$ cat src/rtl/ppfm_pkg.sv
package ppfm_pkg;
   localparam int unsigned PORT_W = 8;
   localparam int unsigned ADDR_W = 8;
   // Register byte offsets
   localparam logic [7:0] OFS_DATA = 8'h00;
   localparam logic [7:0] OFS_DIR = 8'h04;
   localparam logic [7:0] OFS_MODE = 8'h08;
   localparam logic [7:0] OFS_FSEL = 8'h0C;
   localparam logic [7:0] OFS_ODRN = 8'h10;
   localparam logic [7:0] OFS_BITOP = 8'h14;
   localparam logic [7:0] OFS_EDGE = 8'h18;
   localparam logic [7:0] OFS_DBG = 8'h1C;
   localparam logic [7:0] OFS_IRQ_STAT = 8'h20;
   localparam logic [7:0] OFS_IRQ_MASK = 8'h24;
   // Reset values
   localparam logic [7:0] RST_DATA = 8'h00;
   localparam logic [7:0] RST_DIR = 8'hFF;
   localparam logic [7:0] RST_MODE = 8'h00;
   localparam logic [7:0] RST_FSEL = 8'h00;
   localparam logic [7:0] RST_ODRN = 8'h00;
   localparam logic [1:0] RST_EDGE = 2'h0;
   localparam logic RST_DBG_EN = 1'b1;
   localparam logic [1:0] RST_IRQ = 2'h0;
   // Pin positions of the shared pins
   localparam int unsigned PIN_SER = 1;
   localparam int unsigned PIN_NMI = 2;
   localparam int unsigned PIN_DBG = 5;
   // Field positions
   localparam int unsigned BITOP_SEL_LSB = 0;
   localparam int unsigned BITOP_VAL_POS = 8;
   localparam int unsigned EDGE_RISE_POS = 0;
   localparam int unsigned EDGE_FALL_POS = 1;
   localparam int unsigned DBG_EN_POS = 0;
   localparam int unsigned IRQ_NMI_POS = 0;
   localparam int unsigned IRQ_DBG_POS = 1;
   localparam logic RST_PREADY = 1'b0;
endpackage : ppfm_pkg

$ cat src/rtl/ppfm_edge_if.sv
`timescale 1ns/100ps
interface ppfm_edge_if;
   logic level;
   logic rise_en;
   logic fall_en;
   logic edge_det;
   modport det (input level, input rise_en, input fall_en, output edge_det);
   modport src (output level, output rise_en, output fall_en, input edge_det);
endinterface : ppfm_edge_if

$ cat src/rtl/ppfm_edge_det.sv
`timescale 1ns/100ps
module ppfm_edge_det (
   // Clock and reset
   input wire logic clock_i,
   input wire logic arst_n_i,
   input wire logic int_rst_i,
   // Edge channel
   ppfm_edge_if.det eif
);
   logic prev_q;
   logic prev_d;
   logic edge_q;
   logic edge_d;

   // Edge taken on the gated level, so mode changes count as edges
   always_comb begin
      prev_d = eif.level;
      edge_d = (eif.rise_en & eif.level & ~prev_q)
             | (eif.fall_en & ~eif.level & prev_q);
      if (int_rst_i) begin
         prev_d = 1'b0;
         edge_d = 1'b0;
      end
   end

   always_ff @(posedge clock_i or negedge arst_n_i) begin
      if (!arst_n_i) begin
         prev_q <= 1'b0;
         edge_q <= 1'b0;
      end else begin
         prev_q <= prev_d;
         edge_q <= edge_d;
      end
   end

   assign eif.edge_det = edge_q;
endmodule : ppfm_edge_det

$ cat src/rtl/ppfm_port_mux.sv
// The implementer's own choices: the address map and the APB interface to the registers.
`timescale 1ns/100ps
// Summary of operation
// Mode bit picks port or alternate; select bit picks serial or clock
// Alternate inputs see pin level ANDed with the mode bit
// Software enables alternate operation only after setting mode bit
// Mode 0 to 1 with pin high is a rising edge
// Mode 1 to 0 with pin high is a falling edge
// Software sets interrupt edge only after switching pin function
// Open-drain bit acts only when direction selects output; in alternate mode the code applies it whatever the direction bit is
// Input bits: writes load latch, reads return pin level
// Output bits: reads return the output latch
// Single-bit operation is byte read, modify, byte write
// Software rewrites latch when turning an input into output
// External pin reset makes shared pin the debug-reset input
// High on debug-reset input enters debug mode, debug pins live
// Software clears debug enable; pin stays low until then
// Internal resets keep debug pin setup and debug register
// Pull-down on after pin reset, off when debug enable clears
// Every data write loads the output latch in any mode
// Control writes reach the pin path one cycle later
module ppfm_port_mux (
   // Clock and reset
   input wire logic clock_i,
   input wire logic arst_n_i,
   // Internal reset sources
   input wire logic wdt_rst_i,
   input wire logic clkmon_rst_i,
   input wire logic lvd_rst_i,
   // APB slave
   input wire logic psel_i,
   input wire logic penable_i,
   input wire logic pwrite_i,
   input wire logic [7:0] paddr_i,
   input wire logic [31:0] pwdata_i,
   output logic [31:0] prdata_o,
   output logic pready_o,
   output logic pslverr_o,
   // Pins
   input wire logic [7:0] pin_i,
   output logic [7:0] pin_o,
   output logic [7:0] pin_oe_o,
   output logic dbg_pull_dn_en_o,
   // Peripheral side
   input wire logic [7:0] alt_a_out_i,
   input wire logic [7:0] alt_b_out_i,
   input wire logic [7:0] alt_oe_i,
   output logic [7:0] alt_in_o,
   output logic nmi_req_o,
   // Debug
   output logic debug_reset_in_o,
   output logic debug_pins_en_o,
   // Interrupt
   output logic irq_o
);
   logic int_rst;
   logic [7:0] data_q, data_d;
   logic [7:0] dir_q, dir_d;
   logic [7:0] mode_q, mode_d;
   logic [7:0] fsel_q, fsel_d;
   logic [7:0] odrn_q, odrn_d;
   logic [1:0] edge_q, edge_d;
   logic dbg_en_q, dbg_en_d;
   logic [1:0] irq_stat_q, irq_stat_d;
   logic [1:0] irq_mask_q, irq_mask_d;
   logic pready_q, pready_d;
   logic pslverr_q, pslverr_d;
   logic [31:0] prdata_q, prdata_d;
   logic [7:0] pin_out_q, pin_out_d;
   logic [7:0] pin_oe_q, pin_oe_d;
   logic [7:0] alt_in_q, alt_in_d;
   logic pull_q, pull_d;
   logic dbg_rst_q, dbg_rst_d;
   logic dbg_act_q, dbg_act_d;
   logic irq_q, irq_d;
   logic nmi_q, nmi_d;
   logic [7:0] port_rd;
   logic [7:0] bitop_val;
   logic [2:0] bit_sel;
   logic wr_acc;
   logic rd_setup;
   logic addr_ok;
   logic nmi_edge;

   ppfm_edge_if eif ();

   assign int_rst = wdt_rst_i | clkmon_rst_i | lvd_rst_i;

   // Gated level feeds the edge detector
   assign eif.level = pin_i[ppfm_pkg::PIN_NMI]
                    & mode_q[ppfm_pkg::PIN_NMI];
   assign eif.rise_en = edge_q[ppfm_pkg::EDGE_RISE_POS];
   assign eif.fall_en = edge_q[ppfm_pkg::EDGE_FALL_POS];
   assign nmi_edge = eif.edge_det;

   ppfm_edge_det u_edge (
      .clock_i (clock_i),
      .arst_n_i (arst_n_i),
      .int_rst_i (int_rst),
      .eif (eif)
   );

   // Port read value per bit
   genvar g;
   generate
      for (g = 0; g < 8; g++) begin : g_rd
         assign port_rd[g] = dir_q[g] ? pin_i[g] : data_q[g];
      end
   endgenerate

   // Single-bit operation: byte read, modify one bit, byte write
   assign bit_sel = pwdata_i[ppfm_pkg::BITOP_SEL_LSB +: 3];
   always_comb begin
      bitop_val = port_rd;
      bitop_val[bit_sel] = pwdata_i[ppfm_pkg::BITOP_VAL_POS];
   end

   assign wr_acc = psel_i & penable_i & pready_q & pwrite_i;
   assign rd_setup = psel_i & ~penable_i;

   always_comb begin
      unique case (paddr_i)
         ppfm_pkg::OFS_DATA, ppfm_pkg::OFS_DIR, ppfm_pkg::OFS_MODE,
         ppfm_pkg::OFS_FSEL, ppfm_pkg::OFS_ODRN, ppfm_pkg::OFS_BITOP,
         ppfm_pkg::OFS_EDGE, ppfm_pkg::OFS_DBG, ppfm_pkg::OFS_IRQ_STAT,
         ppfm_pkg::OFS_IRQ_MASK: addr_ok = 1'b1;
         default: addr_ok = 1'b0;
      endcase
   end

   // Register file next state
   always_comb begin
      data_d = data_q;
      dir_d = dir_q;
      mode_d = mode_q;
      fsel_d = fsel_q;
      odrn_d = odrn_q;
      edge_d = edge_q;
      dbg_en_d = dbg_en_q;
      irq_mask_d = irq_mask_q;
      irq_stat_d = irq_stat_q;
      pready_d = rd_setup;
      pslverr_d = rd_setup & ~addr_ok;
      prdata_d = prdata_q;
      if (rd_setup) begin
         prdata_d = 32'h0000_0000;
         unique case (paddr_i)
            ppfm_pkg::OFS_DATA: prdata_d[7:0] = port_rd;
            ppfm_pkg::OFS_DIR: prdata_d[7:0] = dir_q;
            ppfm_pkg::OFS_MODE: prdata_d[7:0] = mode_q;
            ppfm_pkg::OFS_FSEL: prdata_d[7:0] = fsel_q;
            ppfm_pkg::OFS_ODRN: prdata_d[7:0] = odrn_q;
            ppfm_pkg::OFS_EDGE: prdata_d[1:0] = edge_q;
            ppfm_pkg::OFS_DBG: prdata_d[ppfm_pkg::DBG_EN_POS] = dbg_en_q;
            ppfm_pkg::OFS_IRQ_STAT: prdata_d[1:0] = irq_stat_q;
            ppfm_pkg::OFS_IRQ_MASK: prdata_d[1:0] = irq_mask_q;
            default: prdata_d = 32'h0000_0000;
         endcase
      end
      if (wr_acc) begin
         unique case (paddr_i)
            ppfm_pkg::OFS_DATA: data_d = pwdata_i[7:0];
            ppfm_pkg::OFS_DIR: dir_d = pwdata_i[7:0];
            ppfm_pkg::OFS_MODE: mode_d = pwdata_i[7:0];
            ppfm_pkg::OFS_FSEL: fsel_d = pwdata_i[7:0];
            ppfm_pkg::OFS_ODRN: odrn_d = pwdata_i[7:0];
            ppfm_pkg::OFS_BITOP: data_d = bitop_val;
            ppfm_pkg::OFS_EDGE: edge_d = pwdata_i[1:0];
            ppfm_pkg::OFS_DBG:
               dbg_en_d = pwdata_i[ppfm_pkg::DBG_EN_POS];
            ppfm_pkg::OFS_IRQ_STAT: irq_stat_d = irq_stat_q & ~pwdata_i[1:0];
            ppfm_pkg::OFS_IRQ_MASK: irq_mask_d = pwdata_i[1:0];
            default: data_d = data_q;
         endcase
      end
      // Events set after the clear so a same-cycle event wins
      if (nmi_edge) begin
         irq_stat_d[ppfm_pkg::IRQ_NMI_POS] = 1'b1;
      end
      if (dbg_rst_d & ~dbg_rst_q) begin
         irq_stat_d[ppfm_pkg::IRQ_DBG_POS] = 1'b1;
      end
      // Internal resets clear port setup but not the debug register
      if (int_rst) begin
         data_d = ppfm_pkg::RST_DATA;
         dir_d = ppfm_pkg::RST_DIR;
         mode_d = ppfm_pkg::RST_MODE;
         fsel_d = ppfm_pkg::RST_FSEL;
         odrn_d = ppfm_pkg::RST_ODRN;
         edge_d = ppfm_pkg::RST_EDGE;
         irq_stat_d = ppfm_pkg::RST_IRQ;
         irq_mask_d = ppfm_pkg::RST_IRQ;
         dbg_en_d = dbg_en_q;
      end
   end

   // Pin path next state, all from registered control
   always_comb begin
      pin_out_d = 8'h00;
      pin_oe_d = 8'h00;
      alt_in_d = pin_i & mode_q;
      for (int i = 0; i < 8; i++) begin
         if (mode_q[i]) begin
            pin_out_d[i] = fsel_q[i] ? alt_b_out_i[i]
                                     : alt_a_out_i[i];
            pin_oe_d[i] = alt_oe_i[i]
                        & ~(odrn_q[i] & pin_out_d[i]);
         end else begin
            pin_out_d[i] = data_q[i];
            pin_oe_d[i] = ~dir_q[i]
                        & ~(odrn_q[i] & data_q[i]);
         end
      end
      // Debug-reset input owns the shared pin while enabled
      if (dbg_en_q) begin
         pin_oe_d[ppfm_pkg::PIN_DBG] = 1'b0;
         pin_out_d[ppfm_pkg::PIN_DBG] = 1'b0;
         alt_in_d[ppfm_pkg::PIN_DBG] = 1'b0;
      end
      pull_d = dbg_en_q;
      dbg_rst_d = dbg_en_q & pin_i[ppfm_pkg::PIN_DBG];
      dbg_act_d = dbg_act_q | dbg_rst_d;
      if (~dbg_en_q) begin
         dbg_act_d = 1'b0;
      end
      nmi_d = nmi_edge;
      irq_d = |(irq_stat_q & irq_mask_q);
   end

   always_ff @(posedge clock_i or negedge arst_n_i) begin
      if (!arst_n_i) begin
         data_q <= ppfm_pkg::RST_DATA;
         dir_q <= ppfm_pkg::RST_DIR;
         mode_q <= ppfm_pkg::RST_MODE;
         fsel_q <= ppfm_pkg::RST_FSEL;
         odrn_q <= ppfm_pkg::RST_ODRN;
         edge_q <= ppfm_pkg::RST_EDGE;
         dbg_en_q <= ppfm_pkg::RST_DBG_EN;
         irq_stat_q <= ppfm_pkg::RST_IRQ;
         irq_mask_q <= ppfm_pkg::RST_IRQ;
         pready_q <= ppfm_pkg::RST_PREADY;
         pslverr_q <= 1'b0;
         prdata_q <= 32'h0000_0000;
      end else begin
         data_q <= data_d;
         dir_q <= dir_d;
         mode_q <= mode_d;
         fsel_q <= fsel_d;
         odrn_q <= odrn_d;
         edge_q <= edge_d;
         dbg_en_q <= dbg_en_d;
         irq_stat_q <= irq_stat_d;
         irq_mask_q <= irq_mask_d;
         pready_q <= pready_d;
         pslverr_q <= pslverr_d;
         prdata_q <= prdata_d;
      end
   end

   always_ff @(posedge clock_i or negedge arst_n_i) begin
      if (!arst_n_i) begin
         pin_out_q <= 8'h00;
         pin_oe_q <= 8'h00;
         alt_in_q <= 8'h00;
         pull_q <= 1'b1;
         dbg_rst_q <= 1'b0;
         dbg_act_q <= 1'b0;
         irq_q <= 1'b0;
         nmi_q <= 1'b0;
      end else begin
         pin_out_q <= pin_out_d;
         pin_oe_q <= pin_oe_d;
         alt_in_q <= alt_in_d;
         pull_q <= pull_d;
         dbg_rst_q <= dbg_rst_d;
         dbg_act_q <= dbg_act_d;
         irq_q <= irq_d;
         nmi_q <= nmi_d;
      end
   end

   assign prdata_o = prdata_q;
   assign pready_o = pready_q;
   assign pslverr_o = pslverr_q;
   assign pin_o = pin_out_q;
   assign pin_oe_o = pin_oe_q;
   assign alt_in_o = alt_in_q;
   assign dbg_pull_dn_en_o = pull_q;
   assign debug_reset_in_o = dbg_rst_q;
   assign debug_pins_en_o = dbg_act_q;
   assign irq_o = irq_q;
   assign nmi_req_o = nmi_q;
endmodule : ppfm_port_mux

$ cat config.mk
export PLATFORM = sky130hd
export DESIGN_NAME = ppfm_port_mux
export DESIGN_NICKNAME = d
export VERILOG_FILES = /design/src/rtl/ppfm_pkg.sv /design/src/rtl/ppfm_edge_if.sv /design/src/rtl/ppfm_edge_det.sv /design/src/rtl/ppfm_port_mux.sv
export SDC_FILE = /design/constraint.sdc
export NUM_CORES = 1
export LEC_CHECK = 0
export BUFFER_PORTS_ARGS = -buffer_cell sky130_fd_sc_hd__buf_2
export CAP_MARGIN = 25
export CELL_PAD_IN_SITES_DETAIL_PLACEMENT = 1
export CELL_PAD_IN_SITES_GLOBAL_PLACEMENT = 1
export CORE_UTILIZATION = 35
export CTS_CLUSTER_SIZE = 8
export DETAILED_ROUTE_END_ITERATION = 8
export PLACE_DENSITY_LB_ADDON = 0.3
export SKIP_LAST_GASP = 1
export SLEW_MARGIN = 5
export SYNTH_ARGS = -nofsm -noshare
export SYNTH_HDL_FRONTEND = slang
export SYNTH_SLANG_ARGS = --single-unit
$ cat constraint.sdc
create_clock -name clock_i -period 1.6 [get_ports clock_i]
set_input_delay 0.16 -clock clock_i [delete_from_list [all_inputs] [get_ports clock_i]]
set_output_delay 0.16 -clock clock_i [all_outputs]
set_load 0.01 [all_outputs]
==> flow_summary.toml, run 1 <==
[setup_path]
r2r-start = "dir_q[4]"
r2r_setup_slack_ps = -70
startpoint_type = "register"
end_kind = "register"
critPathKind = "register to register"
cp.required_ps = 1840
regToRegEndpoint = "prdata_o[4]"
reg2reg_depth = 5
critPathMaxFanout = 2
cp.arrival_ps = 1910

[floorplanning]
die_w_um = 117.0
coreArea_um2 = 12770
pin_count = 143
fp.dieH_um = 117.0
initial_utilization_pct = 36.26
die_area_um2 = 13700
rows = 41

[min_path]
hp-start = "pin_i[0]"
hold_path_class = "input port to register"
min_to = "alt_in_o[0]"
hold_depth = 2

[timing]
max_freq_mhz = 597.5
slew_viol_final = 0
min_period_ps = 1674
rsz0062_at_grt = "yes"
setup_violations = 1
finalHoldViolCount = 0
finalWorstSetupSlack_ps = -73.69
tightestPinTransition_ps = 691.9
fin_crit_sh_pct = 104.6
max_slew_margin_pct = 53.45
skew_ps = 8.163

[run]
drv_cap = 0

[final_layout]
stdcell_count = 776
nets = 679
final_common_cell = "buf_2"
final_layout_size_suffix_gt1_share_pct = 36.59
area_delta_synth_final_pct = 30.17
diodes = 0
final.fill_count = 1470
final_cell_mix = "94 x buf_2, 78 x dfrtp_1, 59 x buf_4"

[synthesis]
yosysTopAreaCellShare_pct = 42.14
ys_warn_count = 0
synthTopCellsByArea = "dfrtp_1 42%, mux2i_1 10%, dfstp_2 5.7%, mux2_2 4.4%, nor2_1 4.0%"
synth_area_um2 = 4632
ys_types = 58
synth_ff_type = "dfrtp_1"
synth_edf_count = 0
syn_inst = 457
async_flop_share_pct = 100.0
ys_seq_area_share_pct = 47.81
ys_ff_latch = 88
synth.largest_area_cell = "dfrtp_1"
postSynthAreaPerCell_um2 = 10.14

[placed_design]
place.gp.congestion = 0.8554
hpwlAfterDp_um = 10570
place_inst = 756
pre_cts_slack_ps = -230.7
port_buffers = 95

[power_and_ir_drop]
max-vdd-ir-drop_mv = 0.3716
finalPower_uw = 5242
p_per_area_nw_per_um2 = 869.3
leakagePower_uw = 0.002920

[clock_tree]
clk_latency_ps = 340
clkTransAtPathRegs_ps = 70
cts_tree = "built"
cts-htree-levels = 3
clock-root-buffer = "clkbuf_16"
cts.sinks = 88
numCtsBuffers = 9
clockBufferDepth = 2

[grt]
grt_max_degree = 89
grt_usage_pct = 22.94
antenna_found_initial = 0
grt_pass1_wl_um = 23020
grt_overflow = 0
grt_pass1_vias = 4072

[outcome]
status = "finished with violations"
violations = "negative setup slack"

[drt]
drtAntennaViolNets = 0
viasPerCell = 5.244
vias = 4069
drcViolationCount = 0
drt-initial-drc-count = 281
first_pass_iters = 4
wl_per_cell_um = 19.07
wirelength_um = 14800
[cell type report]
class | count | area [um2] | share of cell area (%)
tap | 172 | 215.2 | 3.569
sequential | 88 | 2215 | 36.73
clock inverter | 5 | 103.9 | 1.722
inverter | 6 | 22.52 | 0.3735
clock buffer | 11 | 242.7 | 4.026
multi-input combinational | 336 | 2245 | 37.23
timing repair buffer | 158 | 985.9 | 16.35
[sequential cells by signal (all words and copies together) (netlist names), 2 cells and up]
name        count
mode_q          8
data_q          8
irq_stat_q      2
alt_in_o        8
irq_mask_q      2
pin_oe_o        8
prdata_o        8
pin_o           8
fsel_q          8
edge_q          2
odrn_q          8
dir_q           8
[cells in the mapped netlist (all sizes together) (7+ instances only)]
cell	number
a21oi	33
mux2	18
nand3	7
nand2	38
nor2	49
dfstp	10
dfrtp	78
clkbuf	19
nor3	7
and2	7
buf	31
o21ai	14
mux2i	47
[timing repair]
item | 4_1_cts | 5_1_grt
setup endpoints to repair | 1 | 8
hold buffers | 1 | 0
pin swaps | 1 | 2
endpoints found under the hold margin | 78 | 0
setup buffers | 0 | 3
resized for setup | 3 | 7
[cells by family after synthesis]
family	count (synthesis)	share of synthesized area (%)
and+or+nand+nor	152	17.29
AOI/OAI and AO/OA	93	12.99
DFF	88	47.81
muxes	66	15.02
buffers and inverters	56	6.618
xor gates and xnor gates	1	0.1891
other	1	0.08096
[where the power goes]
group          total (uW)  switching, uW  leakage, uW  internal, uW
combinational         524            318      0.00157           206
sequential           2270           13.1      0.00118          2250
clock                2450            883     0.000170          1570
total                5240           1210      0.00292          4030
[worst max path at each step]
stage	start	end	slack (ps)	cells after the start
global placement	paddr_i[4]	prdata_o[5]	-210	7
detailed placement	paddr_i[6]	odrn_q[2]	-230	7
floorplan	paddr_i[1]	mode_q[1]	-190	6
CTS	dir_q[4]	prdata_o[4]	-50	5
finish	dir_q[4]	prdata_o[4]	-70	5
global route	dir_q[4]	prdata_o[4]	-80	5
[layer usage]
metal  vias to the layer above  GRT usage (%)  wire [um]  part of all wire (%)
met5                         -              0          0                     0
met4                         0          7.257        241                   1.6
met3                        16          4.068        779                   5.3
met2                       130          36.33       6908                    47
met1                      2050          31.94       6872                    46
li1                       1873              -          -                     -
[through the flow]
stage	util, %	cell area (um2)	TNS, ps	hold WS, ps
after global routing	47.20	6030	-255.7	54.88
after global placement	43.92	5610	-5832	242.1
after CTS	46.80	5978	-53.04	39.77
final	47.20	6030	-73.69	48.81
after floorplan	-	4763	-3182	-135.6
after detailed placement	43.92	5610	-6868	249.1
[worst max-delay path, cell delays in order (launching register included)]
cell and delay, ps:
dfstp_2 540, nor2b_2 50, mux4_2 500, a221oi_2 280, buf_4 160, nor2_2 30
Note: power is estimated with default switching activity, not from simulation.
==> run 2: changes to the inputs <==
--- a/config.mk
+++ b/config.mk
@@ -5,11 +5,12 @@
 export SDC_FILE = /design/constraint.sdc
 export NUM_CORES = 1
 export LEC_CHECK = 0
+export ABC_AREA = 1
 export BUFFER_PORTS_ARGS = -buffer_cell sky130_fd_sc_hd__buf_2
 export CAP_MARGIN = 25
 export CELL_PAD_IN_SITES_DETAIL_PLACEMENT = 1
 export CELL_PAD_IN_SITES_GLOBAL_PLACEMENT = 1
-export CORE_UTILIZATION = 35
+export CORE_UTILIZATION = 33
 export CTS_CLUSTER_SIZE = 8
 export DETAILED_ROUTE_END_ITERATION = 8
 export PLACE_DENSITY_LB_ADDON = 0.3
==> flow_summary.toml, run 2 <==
[timing]
slew_viol_final = 0
skew_ps = 8.678
tns_ps = 0
fin_crit_sh_pct = 91.44
tightestPinTransition_ps = 522.8
rsz0062_at_grt = "no"
finalHoldViolCount = 0
max_slew_margin_pct = 65.15
min_period_ps = 1463
max_freq_mhz = 683.5
setup_violations = 0

[synthesis]
synth.largest_area_cell = "dfrtp_1"
postSynthAreaPerCell_um2 = 7.809
ys_types = 33
synthTopCellsByCount = "154 x nand2_1, 92 x o21ai_0, 78 x dfrtp_1, 60 x nor2_1, 57 x inv_1"
synth_area_um2 = 4467
yosysMostFrequentCell = "nand2_1"
synth_edf_count = 0
ys_seq_area_share_pct = 49.58
syn_inst = 572
ys_warn_count = 0
yosysTopAreaCellShare_pct = 43.70
ys_ff_latch = 88
async_flop_share_pct = 100.0
synthTopCellsByArea = "dfrtp_1 44%, nand2_1 13%, o21ai_0 10%, dfstp_2 5.9%, nor2_1 5.0%"
synth_ff_type = "dfrtp_1"

[clock_tree]
clock-root-buffer = "clkbuf_16"
clk_latency_ps = 340
numCtsBuffers = 9
cts-htree-levels = 3
cts_tree = "built"
clockBufferDepth = 2
cts.sinks = 88
clkTransAtPathRegs_ps = 70

[drt]
first_pass_iters = 7
drt-initial-drc-count = 278
wl_per_cell_um = 16.67
wirelength_um = 14660
drcViolationCount = 0
vias = 4294
viasPerCell = 4.885
drtAntennaViolNets = 0

[grt]
met2_usage_pct = 37.54
gr-usage-met3_pct = 2.896
grt_max_degree = 89
grt_usage_pct = 21.98
antenna_found_initial = 0
grt.busiest_layer = "met2"
grt_pass1_wl_um = 23870
grt_overflow = 0
met1_usage_pct = 28.85
grt_pass1_vias = 4601

[setup_path]
cp.arrival_ps = 1680
end_kind = "register"
critPathMaxFanout = 8
startpoint_type = "register"
cp.required_ps = 1810
critPathKind = "register to register"

[floorplanning]
die_w_um = 118.3
initial_utilization_pct = 33.73
rows = 42
pin_count = 143
fp.dieH_um = 118.3
coreArea_um2 = 13240
die_area_um2 = 14010

[placed_design]
hpwlAfterDp_um = 11100
placed_area_um2 = 5273
port_buffers = 95
place.gp.congestion = 0.8220

[final_layout]
nets = 778
final_common_cell = "nand2_1"
final.fill_count = 1650
area_delta_synth_final_pct = 24.76
final_area_um2 = 5573
diodes = 0
final_cell_mix = "154 x nand2_1, 94 x buf_2, 90 x o21ai_0"
final_layout_size_suffix_gt1_share_pct = 22.76

[power_and_ir_drop]
leakagePower_uw = 0.002838
p_per_area_nw_per_um2 = 897.0
max-vdd-ir-drop_mv = 0.4364

[run]
drv_cap = 0

[min_path]
hold_path_class = "input port to register"

[outcome]
status = "complete, no violations"
## run 2: cell count changes after synthesis, sizes merged, moves of 14 or more
cell / before / now
nand2: 38 / 155
clkbuf: 19 / 4
mux2: 18 / 0
inv: 6 / 58
mux2i: 47 / 4
nand3: 7 / 33
o21ai: 14 / 98
a21oi: 33 / 18
nor2: 49 / 63
## run 2: where the power goes
part	internal (uW)	switching (uW)	leakage, uW
clock	1100	893	0.000129
sequential	2330	60.6	0.00116
combinational	218	400	0.00155
## run 2: metal layers
metal,wire length (um),up-vias
li1,-,2055
met1,6463,2091
met2,7269,127
met3,607,21
met4,318,0
met5,0,-
## run 2: logic make-up after synthesis
family / count (synthesis) / share of synthesized area, %
buffers and inverters: 92 / 10.22
flip-flops: 88 / 49.58
AND/OR/NAND/NOR: 260 / 23.81
AO/OA/AOI/OAI: 127 / 15.41
other: 1 / 0.08395
multiplexers: 4 / 0.8964
## run 2: final cells by class
type                       instances  area [um2]  area share, %
sequential                        88        2215          39.74
inverter                          58       217.7          3.907
timing repair buffer             126       763.2          13.70
clock buffer                      12       246.5          4.423
multi-input combinational        415        1882          33.77
clock inverter                     4       28.78         0.5164
tap                              176       220.2          3.952
## run 2: final timing paths
| kind | start | depth (start not counted) | slack, ps | end |
|---|---|---|---|---|
| worst max-delay path | pready_o | 7 | 140 | mode_q[0] |
| worst min-delay path | pin_i[6] | 3 | 20 | alt_in_o[6] |
| worst max register to register | pready_o | 7 | 140 | mode_q[0] |
| worst min register to register | dbg_en_q | 0 | 400 | dbg_pull_dn_en_o |
| max in group asynchronous | arst_n_i | 3 | 780 | dir_q[0] |
| min in group asynchronous | arst_n_i | 3 | 370 | pin_o[0] |
## run 2: critical path, cell delays in order (launching register included)
cell and delay [ps]:
dfrtp_1 340, nand4_1 240, nand2_2 230, buf_4 150, o21ai_4 60, buf_4 180, nand2_1 60, o21ai_0 80
## run 2: metrics by stage
step	total power [uW]	cells	worst slack, ps	hold slack [ps]	util, %
after CTS	5025	877	67.37	16.87	41.97
final	4999	879	136.9	15.70	42.08
after floorplan	2741	595	264.3	-135.6	-
after global placement	3015	860	1.015	245.2	39.81
after global routing	5183	879	23.69	28.69	42.08
after detailed placement	3043	860	-53.84	248.8	39.81
## run 2: repair_timing
action,in CTS,in global routing
hold endpoints to repair,78,0
gates resized for setup,0,2
endpoints found under the setup margin,0,11
setup buffers,0,2
hold buffers,1,0
==> run 3: changes to the inputs <==
--- a/config.mk
+++ b/config.mk
@@ -14,8 +14,10 @@
 export CTS_CLUSTER_SIZE = 8
 export DETAILED_ROUTE_END_ITERATION = 8
 export PLACE_DENSITY_LB_ADDON = 0.3
+export RECOVER_POWER = 50
 export SKIP_LAST_GASP = 1
 export SLEW_MARGIN = 5
 export SYNTH_ARGS = -nofsm -noshare
 export SYNTH_HDL_FRONTEND = slang
+export SYNTH_HIERARCHICAL = 1
 export SYNTH_SLANG_ARGS = --single-unit
==> flow_summary.toml, run 3 <==
[outcome]
status = "complete, no violations"

[timing]
slew_viol_final = 0
tightestPinTransition_ps = 673.4
setup_violations = 0
max_slew_margin_pct = 55.11
rsz0062_at_grt = "no"
min_period_ps = 1436
fin_crit_sh_pct = 89.77
skew_ps = 9.523
finalHoldViolCount = 0
max_freq_mhz = 696.2
tns_ps = 0

[synthesis]
yosys.area_share.simple_pct = 25.53
synth_edf_count = 0
synthTopCellsByArea = "dfrtp_1 42%, nand2_1 14%, o21ai_0 8.2%, dfstp_2 5.7%, inv_1 5.6%"
syn_inst = 595
yosysTopAreaCellShare_pct = 42.05
synth.largest_area_cell = "dfrtp_1"
postSynthAreaPerCell_um2 = 7.802
ys_types = 35
ys_ff_latch = 88
async_flop_share_pct = 100.0
synth-compound-area-share_pct = 15.12
synth_area_um2 = 4642
synth_fa_ha_area_share_pct = 0
ys_seq_area_share_pct = 47.71
yosysMostFrequentCell = "nand2_1"
synth_ff_type = "dfrtp_1"
synthXorXnorAreaFrac_pct = 0
ys_warn_count = 6
synth_mux_area_share_pct = 0.4313
synth_top_family_by_area = "simple AND/OR/NAND/NOR gates"
synthTopCellsByCount = "167 x nand2_1, 78 x dfrtp_1, 76 x o21ai_0, 69 x inv_1, 51 x nor2_1"

[clock_tree]
clkTransAtPathRegs_ps = 70
clockBufferDepth = 2
cts-htree-levels = 3
post-cts-setup-buffer-count = 0
cts.sinks = 88
numCtsBuffers = 9
clock-root-buffer = "clkbuf_16"
cts_tree = "built"
clk_latency_ps = 350

[setup_path]
critPathKind = "register to register"
cp.required_ps = 1820
startpoint_type = "register"
end_kind = "register"
r2r_setup_slack_ps = 160
cp.arrival_ps = 1650
critPathMaxFanout = 14

[min_path]
hold_path_class = "input port to register"

[final_layout]
seqCellArea_um2 = 2215
multi_input_area_um2 = 2006
fin_util_pct = 42.38
final_cell_mix = "167 x nand2_1, 94 x buf_2, 78 x dfrtp_1"
diodes = 0
area_delta_synth_final_pct = 23.29
final.fill_count = 1702
nets = 800
final_common_cell = "nand2_1"
stdcell_count = 901
final_layout_size_suffix_gt1_share_pct = 24.83

[drt]
wirelength_um = 15040
drt-initial-drc-count = 209
drtAntennaViolNets = 0
wl_per_cell_um = 16.70
first_pass_iters = 4
viasPerCell = 4.929
drcViolationCount = 0
vias = 4441

[grt]
grt_pass1_vias = 4682
grt_overflow = 0
grt_usage_pct = 21.97
grt_pass1_wl_um = 24360
antenna_found_initial = 0
grt_max_degree = 39

[floorplanning]
pin_count = 143
coreArea_um2 = 13510
rows = 42
die_area_um2 = 14540
fp.dieH_um = 120.6
die_w_um = 120.6
initial_utilization_pct = 34.37

[placed_design]
hpwlAfterDp_um = 11350
port_buffers = 95
place_inst = 884
place.gp.congestion = 0.8700

[run]
drv_cap = 0

[power_and_ir_drop]
max-vdd-ir-drop_mv = 0.4680
p_per_area_nw_per_um2 = 891.0
leakagePower_uw = 0.002976
==> run 3: cell families after synthesis <==
logic type	Yosys count
AND/OR/NAND/NOR	276
AO/OA/AOI/OAI	122
buffers and inverters	106
flip-flops	88
multiplexers	2
other	1
==> run 3: per-layer routing <==
metal  part of all wire, %  GRT usage [%]  wire, um  vias up
li1                      -              -         -     2097
met1                    44          27.32      6587     2203
met2                    50          38.00      7487      123
met5                     0              0         0        -
met4                   1.6          10.03       244        0
met3                   4.8          2.594       724       18
==> run 3: timing repair <==
item,4_1_cts,5_1_grt
hold buffers,1,0
resized for setup,1,1
setup endpoints to repair,6,7
endpoints found under the hold margin,17,0
==> run 3: final cells by class <==
class | count | area share [%]
multi-input combinational | 424 | 35.05
inverter | 74 | 4.897
timing repair buffer | 123 | 12.24
clock buffer | 14 | 4.613
tap | 176 | 3.848
clock inverter | 2 | 0.6559
sequential | 88 | 38.70
==> run 3: path summary, 6_finish.rpt <==
check                                        end      from  cells after the start
worst max register to register         odrn_q[5]  pready_o                      5
min in group asynchronous              pslverr_o  arst_n_i                      2
worst min-delay path                 alt_in_o[6]  pin_i[6]                      3
worst max-delay path                   odrn_q[5]  pready_o                      5
max in group asynchronous               dir_q[7]  arst_n_i                      3
worst min register to register  dbg_pull_dn_en_o  dbg_en_q                      0
==> run 3: power breakdown <==
part	internal [uW]	switching, uW	total, uW
logic	186	368	553
registers	2300	47.0	2350
clock network	1300	896	2200
total	3790	1310	5100
==> run 3: critical path: stages (launching register included) <==
cell and delay [ps]:
dfrtp_1 380, nand4_4 160, nor3_2 390, nor2_4 190, nand2_1 130, o21ai_2 60
==> run 3: per-stage QoR <==
| step | worst slack, ps | power [uW] | hold WS [ps] | area, um2 |
|---|---|---|---|---|
| global placement | 17.62 | 2929 | 106.5 | 5430 |
| finish | 163.7 | 5099 | 11.14 | 5723 |
| global route | 41.23 | 5279 | 24.30 | 5723 |
| detailed placement | -34.17 | 2949 | 102.5 | 5430 |
| floorplan | 237.8 | 2686 | -135.6 | 4728 |
| CTS | 17.99 | 5150 | 8.842 | 5747 |
